<file path="src/logic/emb_pkg.sv">
// How it works
// RL1 - Default: 16-bit word access, even address
// RL2 - Latch byte select during data setup
// RL3 - Byte mode splits word into two cycles
// RL4 - Low byte first A0 low, then A0 high
// RL5 - Second cycle: high byte on low lane
// RL6 - Upper lane floats during second cycle
// RL7 - High-byte write: upper strobe, then both
// RL8 - Low-byte write: lower strobe, then none
// RL9 - Wait high adds one wait state
// RL10 - Resample wait in phase two, unlimited
// RL11 - Wait logic holds wait stable
// RL12 - Internal accesses take no wait states
// RL13 - Sample DMA request after select falls
// RL14 - Idle: sample DMA request every rising edge
// RL15 - Float bus before granting DMA
// RL16 - Drop grant on request removal, resume
// RL17 - DMA never breaks external cycle
// RL18 - External pull-ups hold strobes inactive
// RL19 - Request through reset grants before boot
// RL20 - Requester raises request before reset
// RL21 - Grant latency bounded by cycle length
// RL22 - Four half-cycle phases per external cycle
// RL23 - Word write both strobes, byte one
// RL24 - Internal cycle: address out, bus idle
// RL25 - Synchronise DMA request before use
package emb_pkg;

  // ----------------------------------------------------------------
  // Phase encoding (one-hot); each phase is one sys_clk cycle
  // ----------------------------------------------------------------
  typedef enum logic [7:0] {
    EMB_IDLE  = 8'h01,
    EMB_ADDR  = 8'h02,
    EMB_SETUP = 8'h04,
    EMB_WAIT1 = 8'h08,
    EMB_WAIT2 = 8'h10,
    EMB_XFER  = 8'h20,
    EMB_HOLD  = 8'h40,
    EMB_DMA   = 8'h80
  } emb_phase_type;

  localparam int          EMB_AW         = 16;
  localparam int          EMB_DW         = 16;
  localparam logic [1:0]  EMB_STROBE_OFF = 2'h3;
  localparam logic [15:0] EMB_ADDR_RST   = 16'h0000;
  localparam logic [15:0] EMB_DATA_RST   = 16'h0000;
  localparam int          EMB_SYNC_LEN   = 3;

endpackage : emb_pkg

</file>
<file path="src/logic/emb_req_if.sv">
`timescale 1ns/1ps
// Synchronised request and wait levels shared with the sequencer
interface emb_req_if;
  logic dma_req_s;
  logic wait_s;
  modport source (output dma_req_s, output wait_s);
  modport sink   (input  dma_req_s, input  wait_s);
endinterface : emb_req_if

</file>
<file path="src/logic/emb_ctrl.sv">
`timescale 1ns/1ps
// External memory sequencer: word/byte cycles, wait states, DMA handover
module emb_ctrl
(
  input  wire logic        sys_clk,
  input  wire logic        reset,
  // Processor access path
  input  wire logic        acc_valid,
  input  wire logic        acc_external,
  input  wire logic        acc_write,
  input  wire logic [1:0]  acc_byte_en,
  input  wire logic [15:0] acc_addr,
  input  wire logic [15:0] acc_wdata,
  output logic             acc_ready,
  output logic [15:0]      acc_rdata,
  // Memory pins
  input  wire logic        byte_access_select,
  input  wire logic        wait_request,
  input  wire logic        dma_request,
  output logic             dma_grant,
  output logic             processor_clock_output,
  output logic             chip_select_n,
  output logic             chip_select_n_oe,
  output logic             lower_write_strobe_n,
  output logic             upper_write_strobe_n,
  output logic             write_strobes_oe,
  output logic [15:0]      address_bus,
  output logic             address_bus_oe,
  input  wire logic [15:0] data_bus_in,
  output logic [15:0]      data_bus_out,
  output logic             low_data_lane_oe,
  output logic             high_data_lane_oe
);

  emb_req_if sreq ();

  emb_sync u_sync
  (
    .sys_clk      (sys_clk),
    .reset        (reset),
    .dma_request  (dma_request),
    .wait_request (wait_request),
    .req          (sreq.source)
  );

  // ----------------------------------------------------------------
  // State
  // ----------------------------------------------------------------
  // Phase codes under local names, so the case items stay short
  typedef emb_pkg::emb_phase_type emb_phase_type;
  localparam emb_phase_type
    EMB_IDLE  = emb_pkg::EMB_IDLE,
    EMB_ADDR  = emb_pkg::EMB_ADDR,
    EMB_SETUP = emb_pkg::EMB_SETUP,
    EMB_WAIT1 = emb_pkg::EMB_WAIT1,
    EMB_WAIT2 = emb_pkg::EMB_WAIT2,
    EMB_XFER  = emb_pkg::EMB_XFER,
    EMB_HOLD  = emb_pkg::EMB_HOLD,
    EMB_DMA   = emb_pkg::EMB_DMA;
  emb_phase_type phase_r;
  logic          bacc_r;      // Latched byte-access select
  logic          second_r;    // In second byte cycle
  logic          write_r;
  logic          ext_r;
  logic [1:0]    be_r;
  logic [15:0]   addr_r;
  logic [15:0]   wdata_r;
  logic          boot_hold_r; // Set by every reset; cleared once acc_valid is low or phase leaves idle
  logic          bsel_s1_r;
  logic          bsel_s2_r;
  logic          bsel_s3_r;
  logic          bsel_q_r;

  // Byte-select pin synchroniser
  always_ff @(posedge sys_clk or posedge reset)
  begin
    if (reset)
    begin
      bsel_s1_r <= 1'b0;
      bsel_s2_r <= 1'b0;
      bsel_s3_r <= 1'b0;
      bsel_q_r  <= 1'b0;
    end
    else
    begin
      bsel_s1_r <= byte_access_select;
      bsel_s2_r <= bsel_s1_r;
      bsel_s3_r <= bsel_s2_r;
      if (bsel_s2_r == bsel_s3_r)
        bsel_q_r <= bsel_s3_r;
    end
  end

  // Request held through reset: hold off accesses until acc_valid drops or the phase leaves idle
  always_ff @(posedge sys_clk or posedge reset)
  begin
    if (reset)
      boot_hold_r <= 1'b1;
    else if (phase_r != EMB_IDLE || !acc_valid)
      boot_hold_r <= 1'b0;                          // RL19
  end

  // ----------------------------------------------------------------
  // Phase sequencer
  // ----------------------------------------------------------------
  // A phase is one sys_clk; two phases form one processor cycle, so the
  // clock output is high in address/wait1/xfer-type first halves.
  always_ff @(posedge sys_clk or posedge reset)
  begin
    if (reset)
    begin
      phase_r  <= EMB_IDLE;
      second_r <= 1'b0;
      bacc_r   <= 1'b0;
      write_r  <= 1'b0;
      ext_r    <= 1'b0;
      be_r     <= 2'h0;
      addr_r   <= emb_pkg::EMB_ADDR_RST;
      wdata_r  <= emb_pkg::EMB_DATA_RST;
    end
    else
    begin
      case (phase_r)
        EMB_IDLE:
        begin
          second_r <= 1'b0;
          // Idle: request sampled at every sys_clk edge
          if (sreq.dma_req_s)
            phase_r <= EMB_DMA;                     // RL14 RL19
          else if (acc_valid && !boot_hold_r)
          begin
            write_r <= acc_write;
            ext_r   <= acc_external;
            be_r    <= acc_byte_en;
            addr_r  <= {acc_addr[15:1], 1'b0};      // RL1
            wdata_r <= acc_wdata;
            phase_r <= EMB_ADDR;                    // RL22
          end
        end
        EMB_ADDR:
          phase_r <= EMB_SETUP;
        EMB_SETUP:
        begin
          if (!second_r)
            bacc_r <= bsel_q_r;                     // RL2
          if (ext_r && sreq.wait_s)
            phase_r <= EMB_WAIT1;                   // RL9 RL11
          else
            phase_r <= EMB_XFER;                    // RL12
        end
        EMB_WAIT1:
          phase_r <= EMB_WAIT2;                     // RL9
        EMB_WAIT2:
          phase_r <= sreq.wait_s ? EMB_WAIT1 : EMB_XFER; // RL10
        EMB_XFER:
          phase_r <= EMB_HOLD;
        EMB_HOLD:
        begin
          if (ext_r && bacc_r && !second_r)
          begin
            second_r <= 1'b1;                       // RL3 RL5
            addr_r   <= {addr_r[15:1], 1'b1};       // RL4
            phase_r  <= EMB_ADDR;
          end
          else if (ext_r && sreq.dma_req_s)
            phase_r <= EMB_DMA;                     // RL13 RL17
          else
            phase_r <= EMB_IDLE;
        end
        EMB_DMA:
          if (!sreq.dma_req_s)
            phase_r <= EMB_IDLE;                    // RL16
        default:
          phase_r <= EMB_IDLE;
      endcase
    end
  end

  // ----------------------------------------------------------------
  // Pin drivers, all registered from next-phase decisions
  // ----------------------------------------------------------------
  emb_phase_type phase_nxt;
  logic          in_cycle_nxt;
  logic          ext_drive_nxt;

  // Mirror of the sequencer choice so pins align with the phase
  always_comb
  begin
    phase_nxt = phase_r;
    case (phase_r)
      EMB_IDLE:  phase_nxt = sreq.dma_req_s ? EMB_DMA :
                             ((acc_valid && !boot_hold_r) ? EMB_ADDR : EMB_IDLE);
      EMB_ADDR:  phase_nxt = EMB_SETUP;
      EMB_SETUP: phase_nxt = (ext_r && sreq.wait_s) ? EMB_WAIT1 : EMB_XFER;
      EMB_WAIT1: phase_nxt = EMB_WAIT2;
      EMB_WAIT2: phase_nxt = sreq.wait_s ? EMB_WAIT1 : EMB_XFER;
      EMB_XFER:  phase_nxt = EMB_HOLD;
      EMB_HOLD:  phase_nxt = (ext_r && bacc_r && !second_r) ? EMB_ADDR :
                             ((ext_r && sreq.dma_req_s) ? EMB_DMA : EMB_IDLE);
      EMB_DMA:   phase_nxt = sreq.dma_req_s ? EMB_DMA : EMB_IDLE;
      default:   phase_nxt = EMB_IDLE;
    endcase
    in_cycle_nxt  = (phase_nxt != EMB_IDLE) && (phase_nxt != EMB_DMA);
    ext_drive_nxt = in_cycle_nxt && (phase_r == EMB_IDLE ? acc_external : ext_r);
  end

  // Clock output: high in first half of each processor cycle
  always_ff @(posedge sys_clk or posedge reset)
  begin
    if (reset)
      processor_clock_output <= 1'b1;
    else if (phase_nxt == EMB_ADDR || phase_nxt == EMB_WAIT1 || phase_nxt == EMB_XFER)
      processor_clock_output <= 1'b1;               // RL22
    else if (phase_nxt == EMB_IDLE || phase_nxt == EMB_DMA)
      processor_clock_output <= ~processor_clock_output;
    else
      processor_clock_output <= 1'b0;
  end

  // Float every bus pin for DMA, before grant rises
  always_ff @(posedge sys_clk or posedge reset)
  begin
    if (reset)
    begin
      chip_select_n_oe <= 1'b0;
      write_strobes_oe <= 1'b0;
      address_bus_oe   <= 1'b0;
    end
    else
    begin
      chip_select_n_oe <= (phase_nxt != EMB_DMA);   // RL15
      write_strobes_oe <= (phase_nxt != EMB_DMA);   // RL15
      address_bus_oe   <= (phase_nxt != EMB_DMA);   // RL15
    end
  end

  // Grant one cycle after the pins float; dropped with the pins restored
  always_ff @(posedge sys_clk or posedge reset)
  begin
    if (reset)
      dma_grant <= 1'b0;
    else
      dma_grant <= (phase_r == EMB_DMA) && (phase_nxt == EMB_DMA); // RL15 RL16 RL21
  end

  // Address, chip select and write strobes
  always_ff @(posedge sys_clk or posedge reset)
  begin
    if (reset)
    begin
      address_bus          <= emb_pkg::EMB_ADDR_RST;
      chip_select_n        <= 1'b1;
      lower_write_strobe_n <= 1'b1;
      upper_write_strobe_n <= 1'b1;
    end
    else
    begin
      // Internal cycles still show the address
      if (phase_r == EMB_IDLE && phase_nxt == EMB_ADDR)
        address_bus <= {acc_addr[15:1], 1'b0};      // RL24
      else if (phase_r == EMB_HOLD && phase_nxt == EMB_ADDR)
        address_bus <= {addr_r[15:1], 1'b1};        // RL4
      chip_select_n <= !(ext_drive_nxt && phase_nxt != EMB_ADDR); // RL24
      if (ext_r && write_r && (phase_nxt == EMB_XFER || phase_nxt == EMB_WAIT1 ||
          phase_nxt == EMB_WAIT2))
      begin
        if (!second_r)
        begin
          lower_write_strobe_n <= !be_r[0];         // RL23 RL8
          upper_write_strobe_n <= !be_r[1];         // RL23 RL7
        end
        else
        begin
          lower_write_strobe_n <= !be_r[1];         // RL5 RL7 RL8
          upper_write_strobe_n <= !be_r[1];         // RL5
        end
      end
      else
      begin
        lower_write_strobe_n <= emb_pkg::EMB_STROBE_OFF[0];
        upper_write_strobe_n <= emb_pkg::EMB_STROBE_OFF[1];
      end
    end
  end

  // Data lanes: driven from data setup to hold on external writes only
  always_ff @(posedge sys_clk or posedge reset)
  begin
    if (reset)
    begin
      data_bus_out      <= emb_pkg::EMB_DATA_RST;
      low_data_lane_oe  <= 1'b0;
      high_data_lane_oe <= 1'b0;
    end
    else
    begin
      if (ext_r && write_r && phase_nxt != EMB_ADDR && in_cycle_nxt)
      begin
        if (!second_r)
        begin
          data_bus_out      <= wdata_r;
          low_data_lane_oe  <= be_r[0];             // RL8
          high_data_lane_oe <= be_r[1] && !bsel_q_r; // RL6
        end
        else
        begin
          data_bus_out      <= {8'h00, wdata_r[15:8]}; // RL5 RL7
          low_data_lane_oe  <= be_r[1];
          high_data_lane_oe <= 1'b0;                // RL6
        end
      end
      else
      begin
        low_data_lane_oe  <= 1'b0;                  // RL24
        high_data_lane_oe <= 1'b0;
      end
    end
  end

  // Read capture at end of transfer; byte mode fills low then high
  always_ff @(posedge sys_clk or posedge reset)
  begin
    if (reset)
    begin
      acc_rdata <= emb_pkg::EMB_DATA_RST;
      acc_ready <= 1'b0;
    end
    else
    begin
      acc_ready <= 1'b0;
      if (phase_r == EMB_XFER && !write_r)
      begin
        if (!ext_r || !bacc_r)
          acc_rdata <= data_bus_in;                 // RL3
        else if (!second_r)
          acc_rdata[7:0] <= data_bus_in[7:0];       // RL4
        else
          acc_rdata[15:8] <= data_bus_in[7:0];      // RL5
      end
      if (phase_r == EMB_HOLD && !(ext_r && bacc_r && !second_r))
        acc_ready <= 1'b1;
    end
  end

endmodule : emb_ctrl

</file>
<file path="src/logic/emb_sync.sv">
`timescale 1ns/1ps
// Three-stage pin synchronisers; a level counts once stages one and two agree
module emb_sync
(
  input  wire logic sys_clk,
  input  wire logic reset,
  input  wire logic dma_request,
  input  wire logic wait_request,
  emb_req_if.source req
);

  logic [2:0] dma_sh_r;
  logic [2:0] wait_sh_r;
  logic       dma_q_r;
  logic       wait_q_r;

  // ----------------------------------------------------------------
  // Shift chains
  // ----------------------------------------------------------------
  // Stage zero is read only by stage one
  always_ff @(posedge sys_clk or posedge reset)
  begin
    if (reset)
    begin
      dma_sh_r  <= 3'h0;
      wait_sh_r <= 3'h0;
    end
    else
    begin
      dma_sh_r  <= {dma_sh_r[1:0], dma_request};   // RL25
      wait_sh_r <= {wait_sh_r[1:0], wait_request};
    end
  end

  // Agreement filter
  always_ff @(posedge sys_clk or posedge reset)
  begin
    if (reset)
    begin
      dma_q_r  <= 1'b0;
      wait_q_r <= 1'b0;
    end
    else
    begin
      if (dma_sh_r[2] == dma_sh_r[1])
        dma_q_r <= dma_sh_r[2];                    // RL25
      if (wait_sh_r[2] == wait_sh_r[1])
        wait_q_r <= wait_sh_r[2];
    end
  end

  assign req.dma_req_s = dma_q_r;
  assign req.wait_s    = wait_q_r;

endmodule : emb_sync

</file>
<file path="config.mk">
export PLATFORM = sky130hd
export DESIGN_NAME = emb_ctrl
export DESIGN_NICKNAME = d
export VERILOG_FILES = /design/src/logic/emb_pkg.sv /design/src/logic/emb_req_if.sv /design/src/logic/emb_ctrl.sv /design/src/logic/emb_sync.sv
export SDC_FILE = /design/constraint.sdc
export NUM_CORES = 1
export LEC_CHECK = 0
export ABC_AREA = 1
export BUFFER_PORTS_ARGS = -buffer_cell sky130_fd_sc_hd__buf_2
export CAP_MARGIN = 20
export CORE_AREA = 8 8 98 188
export DETAILED_ROUTE_END_ITERATION = 12
export DIE_AREA = 0 0 106 196
export PLACE_DENSITY = 0.48
export SLEW_MARGIN = 20
export SYNTH_ARGS = -nofsm -noshare
export SYNTH_HDL_FRONTEND = slang
export SYNTH_SLANG_ARGS = --single-unit
</file>
<file path="constraint.sdc">
create_clock -name sys_clk -period 5.2 [get_ports sys_clk]
set_input_delay 0.78 -clock sys_clk [delete_from_list [all_inputs] [get_ports sys_clk]]
set_output_delay 0.78 -clock sys_clk [all_outputs]
set_load 0.01 [all_outputs]
</file>
* Word-level counts from Yosys, hierarchy flattened
Cells that the tools add are included.
Operators by class: bitwise gates (word level) 4, equality and inequality tests 25, reduce and logical (&&, ||, !) cells 46, multiplexer cells 35
Operator list (number):
- 8-bit one-hot mux with 8 select lines | 2
- 16-bit two-way mux | 6
- 8-bit two-way mux | 9
- 16-bit one-hot mux with 2 select lines | 1
- 1-bit logical AND | 18
- 8-bit by 1-bit equality test with 1-bit output, second input constant | 2
- 8-bit by 2-bit equality test with 1-bit output, second input constant | 2
- 8-bit by 4-bit equality test with 1-bit output, second input constant | 2
- 8-bit by 5-bit equality test with 1-bit output, second input constant | 2
- 8-bit by 6-bit equality test with 1-bit output, second input constant | 2
- 8-bit equality test, second input constant | 2
- 8-bit by 1-bit != test with 1-bit output, second input constant | 2
- 1-bit two-way mux | 13
- 6-bit two-way mux | 2
- 1-bit logical NOT | 11
- 2-bit AND reduction | 5
- 8-bit by 3-bit equality test with 1-bit output, second input constant | 1
- 8-bit by 7-bit equality test with 1-bit output, second input constant | 1
- 8-bit by 2-bit != test with 1-bit output, second input constant | 1
- 8-bit != test, second input constant | 1
- 1-bit logical OR | 7
- 2-bit nonzero test | 3
- 2-bit by 1-bit != test with 1-bit output, second input constant | 2
- 1-bit NOT | 4
- other kinds (7) | 9
Word-level totals: output and inout port bits 59, logic and storage cells 140, input bits 58, register bits 115

* Logic depth before layout (Yosys ltp)
depth in word-level cells 10, depth in mapped cells 12, mapped depth without buffers 11

* Modules after synthesis
Synthesis repeated with hierarchy kept, for this count alone.
Second synthesis, totals: cell total of the unflattened synthesis 542, area total of the unflattened synthesis 4834.6 um2
Modules (own cells, without submodules):
- emb_ctrl | area an instance 4598.2 um2, cells each 525, instances 1
- emb_sync | area an instance 236.5 um2, cells each 17, instances 1

* Worst setup path before layout
No wires, ideal clock.
kind in2reg, from input port acc_valid, to register data_bus_out[0], slack 3.308 ns, data arrival time 1.775 ns, setup time 0.117 ns, stages on the path 10, data required time 5.083 ns, cells stage by stage inv_1 nor2_1 nor2_1 nand3_1 nand2_1 nor2_2 nand4_4 buf_4 nand2_1 nand2_1
Between the ends: longest elaborated chain between the ends 7, elaborated cells on any way between the ends 10, those cells by class 3 x eq/ne; 3 x mux; 4 x reduce/logical
RTL lines:
- from (decl) | line emb_ctrl.sv:8 | input wire logic acc_valid,
- 1-bit logical AND (*) | line emb_ctrl.sv:192 | ((acc_valid && !boot_hold_r) ? EMB_ADDR : EMB_IDLE);
- 2-bit two-way mux (*) | line emb_ctrl.sv:192
- 8-bit two-way mux (*) | line emb_ctrl.sv:191 | EMB_IDLE: phase_nxt = sreq.dma_req_s ? EMB_DMA :
- 8-bit one-hot mux with 8 select lines (*) | line emb_ctrl.sv:190 | case (phase_r)
- 8-bit by 2-bit != test with 1-bit output, or another cell as far along | line emb_ctrl.sv:297 | if (ext_r && write_r && phase_nxt != EMB_ADDR && in_cycle_nxt)
- 1-bit logical AND, on equally long branches | line emb_ctrl.sv:297, emb_ctrl.sv:203
- 1-bit logical AND (*) | line emb_ctrl.sv:297
- to (signal assigned) | line emb_ctrl.sv:291 | data_bus_out <= emb_pkg::EMB_DATA_RST;
- to (signal assigned) | line emb_ctrl.sv:301 | data_bus_out <= wdata_r;
- to (signal assigned) | line emb_ctrl.sv:307 | data_bus_out <= {8'h00, wdata_r[15:8]};
- to (decl) | line emb_ctrl.sv:30 | output logic [15:0] data_bus_out,
Mark *: on every way between the ends. The rest lies on a longest branch, timed or not. A chain may end at the register's enable or synchronous reset.

* Final worst setup path
from register phase_r[0], to register address_bus[4]
Between the ends: longest elaborated chain between the ends 5, elaborated cells on any way between the ends 14, those cells by class 9 x eq/ne; 2 x mux; 3 x reduce/logical
RTL lines:
- from (decl) | line emb_ctrl.sv:60 | emb_phase_type phase_r;
- from (signal assigned) | line emb_ctrl.sv:154 | phase_r <= sreq.wait_s ? EMB_WAIT1 : EMB_XFER;
- 8-bit equality test, or another cell as far along | line emb_ctrl.sv:190
- 8-bit one-hot mux with 8 select lines | line emb_ctrl.sv:190
- 8-bit by 2-bit equality test with 1-bit output | line emb_ctrl.sv:259, emb_ctrl.sv:261
- 1-bit logical AND, on equally long branches | line emb_ctrl.sv:259, emb_ctrl.sv:261
- 16-bit two-way mux / 2-bit nonzero test (equally long branches)
- to (signal assigned) | line emb_ctrl.sv:251 | address_bus <= emb_pkg::EMB_ADDR_RST;
- to (signal assigned) | line emb_ctrl.sv:260 | address_bus <= {acc_addr[15:1], 1'b0};
- to (signal assigned) | line emb_ctrl.sv:262 | address_bus <= {addr_r[15:1], 1'b1};
- to (decl) | line emb_ctrl.sv:27 | output logic [15:0] address_bus,
Several ways; a longest one is shown, not always the timed one.

==> metrics.log <==
[metrics] status: completed
[metrics] max_slew headroom: 37.8%
[metrics] sequential group share of total power: 38.8%
[metrics] Gates resized, CTS repair: 0
[metrics] residual overflow from global routing: 0
[metrics] CTS Buf Count: 17
[metrics] Switching Share: 33.9%
[metrics] pwr/cell area: 588 nW/µm²
[metrics] worst vdd rail ir drop: 0.234 mV
[metrics] antenna violations before repair: 1
[metrics] cell count after placement: 836
[metrics] standby leakage power: 3.21 nW
[metrics] gp weighted congestion: 0.779
[metrics] Worst Hold Launch: bsel_s1_r
[metrics] total routing resource utilization after global routing: 12.4%
[metrics] Final Instance Count excl. Fillers: 870
[metrics] post-layout total power: 0.00364 W
[metrics] total setup violations reported at the end of the flow: 0
[metrics] type of element launching the critical path: register
[metrics] wire length of the first global-routing pass: 20.3 mm
[metrics] number of global-route vias before repair: 4,006
[metrics] number of max-slew violations in the final report: 0
[metrics] layout cells sized above 1: 28.7%
[metrics] Slew @ Worst Pin: 933 ps
[metrics] TNS Setup: 0 ps
[metrics] number of maximum-capacitance constraint violations: 0
[metrics] Net count, final: 710
[metrics] total area of sequential cells: 2890 µm²
[metrics] Critical Path Sink Type: register
[metrics] clock period minus worst slack: 2570 ps
[metrics] clock root cell: clkbuf_16
[metrics] multi-input combinational cell area: 1650 µm²
[metrics] clock transition at the registers of the reported paths: 50 ps
[metrics] port buffer count: 115
[metrics] first-pass iteration count of the detailed router: 4
[metrics] post-synth cell types: 33
[metrics] crit-path max FO: 60
[metrics] count of endpoints failing hold in the final timing report: 0
[metrics] highest clock rate: 0.389 GHz
[metrics] depth of the CTS H-tree: 4
[metrics] synthesized netlist cell count: 535
[metrics] type of the worst min-delay path: reg2reg
[metrics] combinational share of power: 28.5%
[metrics] tightest hold margin: 345 ps
[metrics] capture point of the worst reg-to-reg path: address_bus[4]
[metrics] Worst Hold Path Cells: 0
[metrics] drt wl/cell: 13.8 µm
[metrics] maximum number of buffers from clock root to sink: 2
[metrics] RSZ-0062 raised after global routing: no
[metrics] clock tree sinks: 115
[metrics] clk_lat worst skew: 410 ps
[metrics] CORE AREA: 16,100 µm²
[metrics] TritonCTS clock tree: done
[metrics] routed via count: 3,779
[metrics] number of synthesized register bits: 115
[metrics] Chip Height: 196 µm
[metrics] Worst EP required: 5520 ps
[metrics] die width: 106 µm
[metrics] startpoint of the worst register-to-register path: phase_r[0]
[metrics] number of nets in the synthesized netlist: 593
[metrics] row count: 66
[metrics] pin count of the biggest net entering global routing: 82
[metrics] effective utilization at floorplan: 30.1%
[metrics] Yosys warnings: 0
[metrics] Area Overhead vs Synth: 27.9%
[metrics] post-synth design cell area: 4840 µm²
[metrics] Hold Path End: bsel_s2_r
[metrics] antenna violation net count after detailed routing: 0
[metrics] reg-to-reg slack, setup: 2630 ps
[metrics] critical path class: reg2reg
[metrics] average cell area after synthesis: 9.05 µm²
[metrics] hpwl dp: 8.45 mm
[metrics] residual DRC count: 0
[metrics] cell depth of the worst flop-to-flop path: 8
[metrics] critical path data arrival time: 2890 ps
[metrics] number of buffers added to fix hold violations after cts: 0
[metrics] number of top-level design ports: 117
[metrics] sequential fraction of the synthesis area: 59.6%
[metrics] Psw: 0.00123 W
[metrics] internal portion of total power: 0.00241 W
[metrics] Routed Wire Length: 12.0 mm
[metrics] routed vias/inst: 4.34
[metrics] Clock power frac: 32.7%
[metrics] count of filler cells inserted in the layout: 1,697
[metrics] die area: 20,800 µm²
[metrics] clock skew after layout: 12.0 ps
[metrics] final worst-path cycle share: 49.4%
[metrics] post-CTS setup buffer count: 0
[metrics] iteration-0 DRC count of the detailed router: 95
[final cells by class]
class                           instances  share of cell area (%)
Inverter                               54                    3.35
Multi-Input combinational cell        347                    26.6
Clock inverter                         12                    2.53
Clock buffer                           20                    7.21
Antenna cell                            1                  0.0404
Tap cell                              204                    4.12
Timing Repair Buffer                  117                    9.54
Sequential cell                       115                    46.6
[state kept, by name, indices dropped and copies added, names as in the netlist, 2 cells and up]
signal            cells
u_sync.wait_sh_r      3
wdata_r              16
u_sync.dma_sh_r       3
phase_r               8
data_bus_out         16
be_r                  2
address_bus          16
addr_r               15
acc_rdata            16
[cells by family (layout without fill, tap and decap cells)]
group           count (synthesis)  in the layout  synth area share (%)
flops                         115            115                  59.6
simple gates                  260            260                  23.8
fa+ha+maj                       3              3                 0.620
buf+inv                        73            203                  6.33
other cells                     0              1                     0
compound gates                 84             84                  9.61
[worst max-delay path by stage]
| stage | startpoint | endpoint | slack (ps) | cells past startpoint |
|---|---|---|---|---|
| 3_3_place_gp | acc_valid | address_bus[2] | 2490 | 7 |
| 3_5_place_dp | acc_valid | address_bus[4] | 2470 | 7 |
| 4_1_cts | phase_r[0] | address_bus[4] | 2550 | 8 |
| 5_1_grt | phase_r[0] | address_bus[2] | 2300 | 8 |
| 6_report | phase_r[0] | address_bus[4] | 2630 | 8 |
| 2_1_floorplan | reset | acc_rdata[0] | 1390 | 1 |
[per-layer routing]
layer | vias to the layer above | GRT usage (%) | wire length, µm
met5 | - | 0 | 12
met4 | 2 | 4.93 | 157
met3 | 19 | 4.70 | 838
met2 | 99 | 18.8 | 5550
met1 | 1749 | 15.4 | 5490
li1 | 1910 | - | -
[stage by stage]
| step | utilization [%] | area, µm² | worst slack (ps) |
|---|---|---|---|
| global route | 38.4 | 6190 | 2300 |
| global placement | 34.6 | 5580 | 2490 |
| CTS | 38.4 | 6180 | 2550 |
| detailed placement | 34.6 | 5580 | 2470 |
| floorplan | - | 4840 | 1390 |
| finish | 38.5 | 6190 | 2630 |
[cells in the final DEF, fill, tap and decap left out, drive strengths merged, types with 3 or more instances in the layout]
cell type	netlist	routed
clkinvlp	0	4
nand3	13	13
nor2	41	41
bufinv	0	3
dfstp	6	6
o21ai	65	65
nand2	193	193
maj3	3	3
dfrtp	109	109
clkinv	0	4
clkbuf	7	21
o21a	16	16
inv	54	55
or2	8	8
buf	12	116
[power groups by stage]
stage | Combinational (W) | Clock, W | Sequential (W)
final | 0.00104 | 0.00119 | 0.00141
after global routing | 0.00120 | 0.00127 | 0.00146
after CTS | 0.00107 | 0.00122 | 0.00142
after detailed placement | 0.00107 | 0 | 0.00143
after global placement | 0.00105 | 0 | 0.00142
after floorplan | 0.000619 | 0 | 0.00149
[worst max-delay path, cell delays in order, from the launching register on]
cell	delay, ps
dfstp_2	550
nand2_1	60
nor2_2	190
nand2_2	160
inv_2	90
nand3_2	300
inv_2	770
o21ai_0	160
o21ai_0	170
[Yosys cell counts (all sizes together)]
library cell / instances / area share (%)
a21boi: 1 / 0.16
a21oi: 1 / 0.10
buf: 12 / 1.6
clkbuf: 7 / 0.57
dfrtp: 109 / 56
dfstp: 6 / 3.3
inv: 54 / 4.2
maj3: 3 / 0.62
nand2: 193 / 15
nand3: 13 / 1.8
nand3b: 1 / 0.16
nand4: 2 / 0.57
nor2: 41 / 4.5
nor3: 2 / 0.31
o211ai: 1 / 0.16
o21a: 16 / 2.5
o21ai: 65 / 6.7
or2: 8 / 1.0
(Power assumes the default switching activity.)
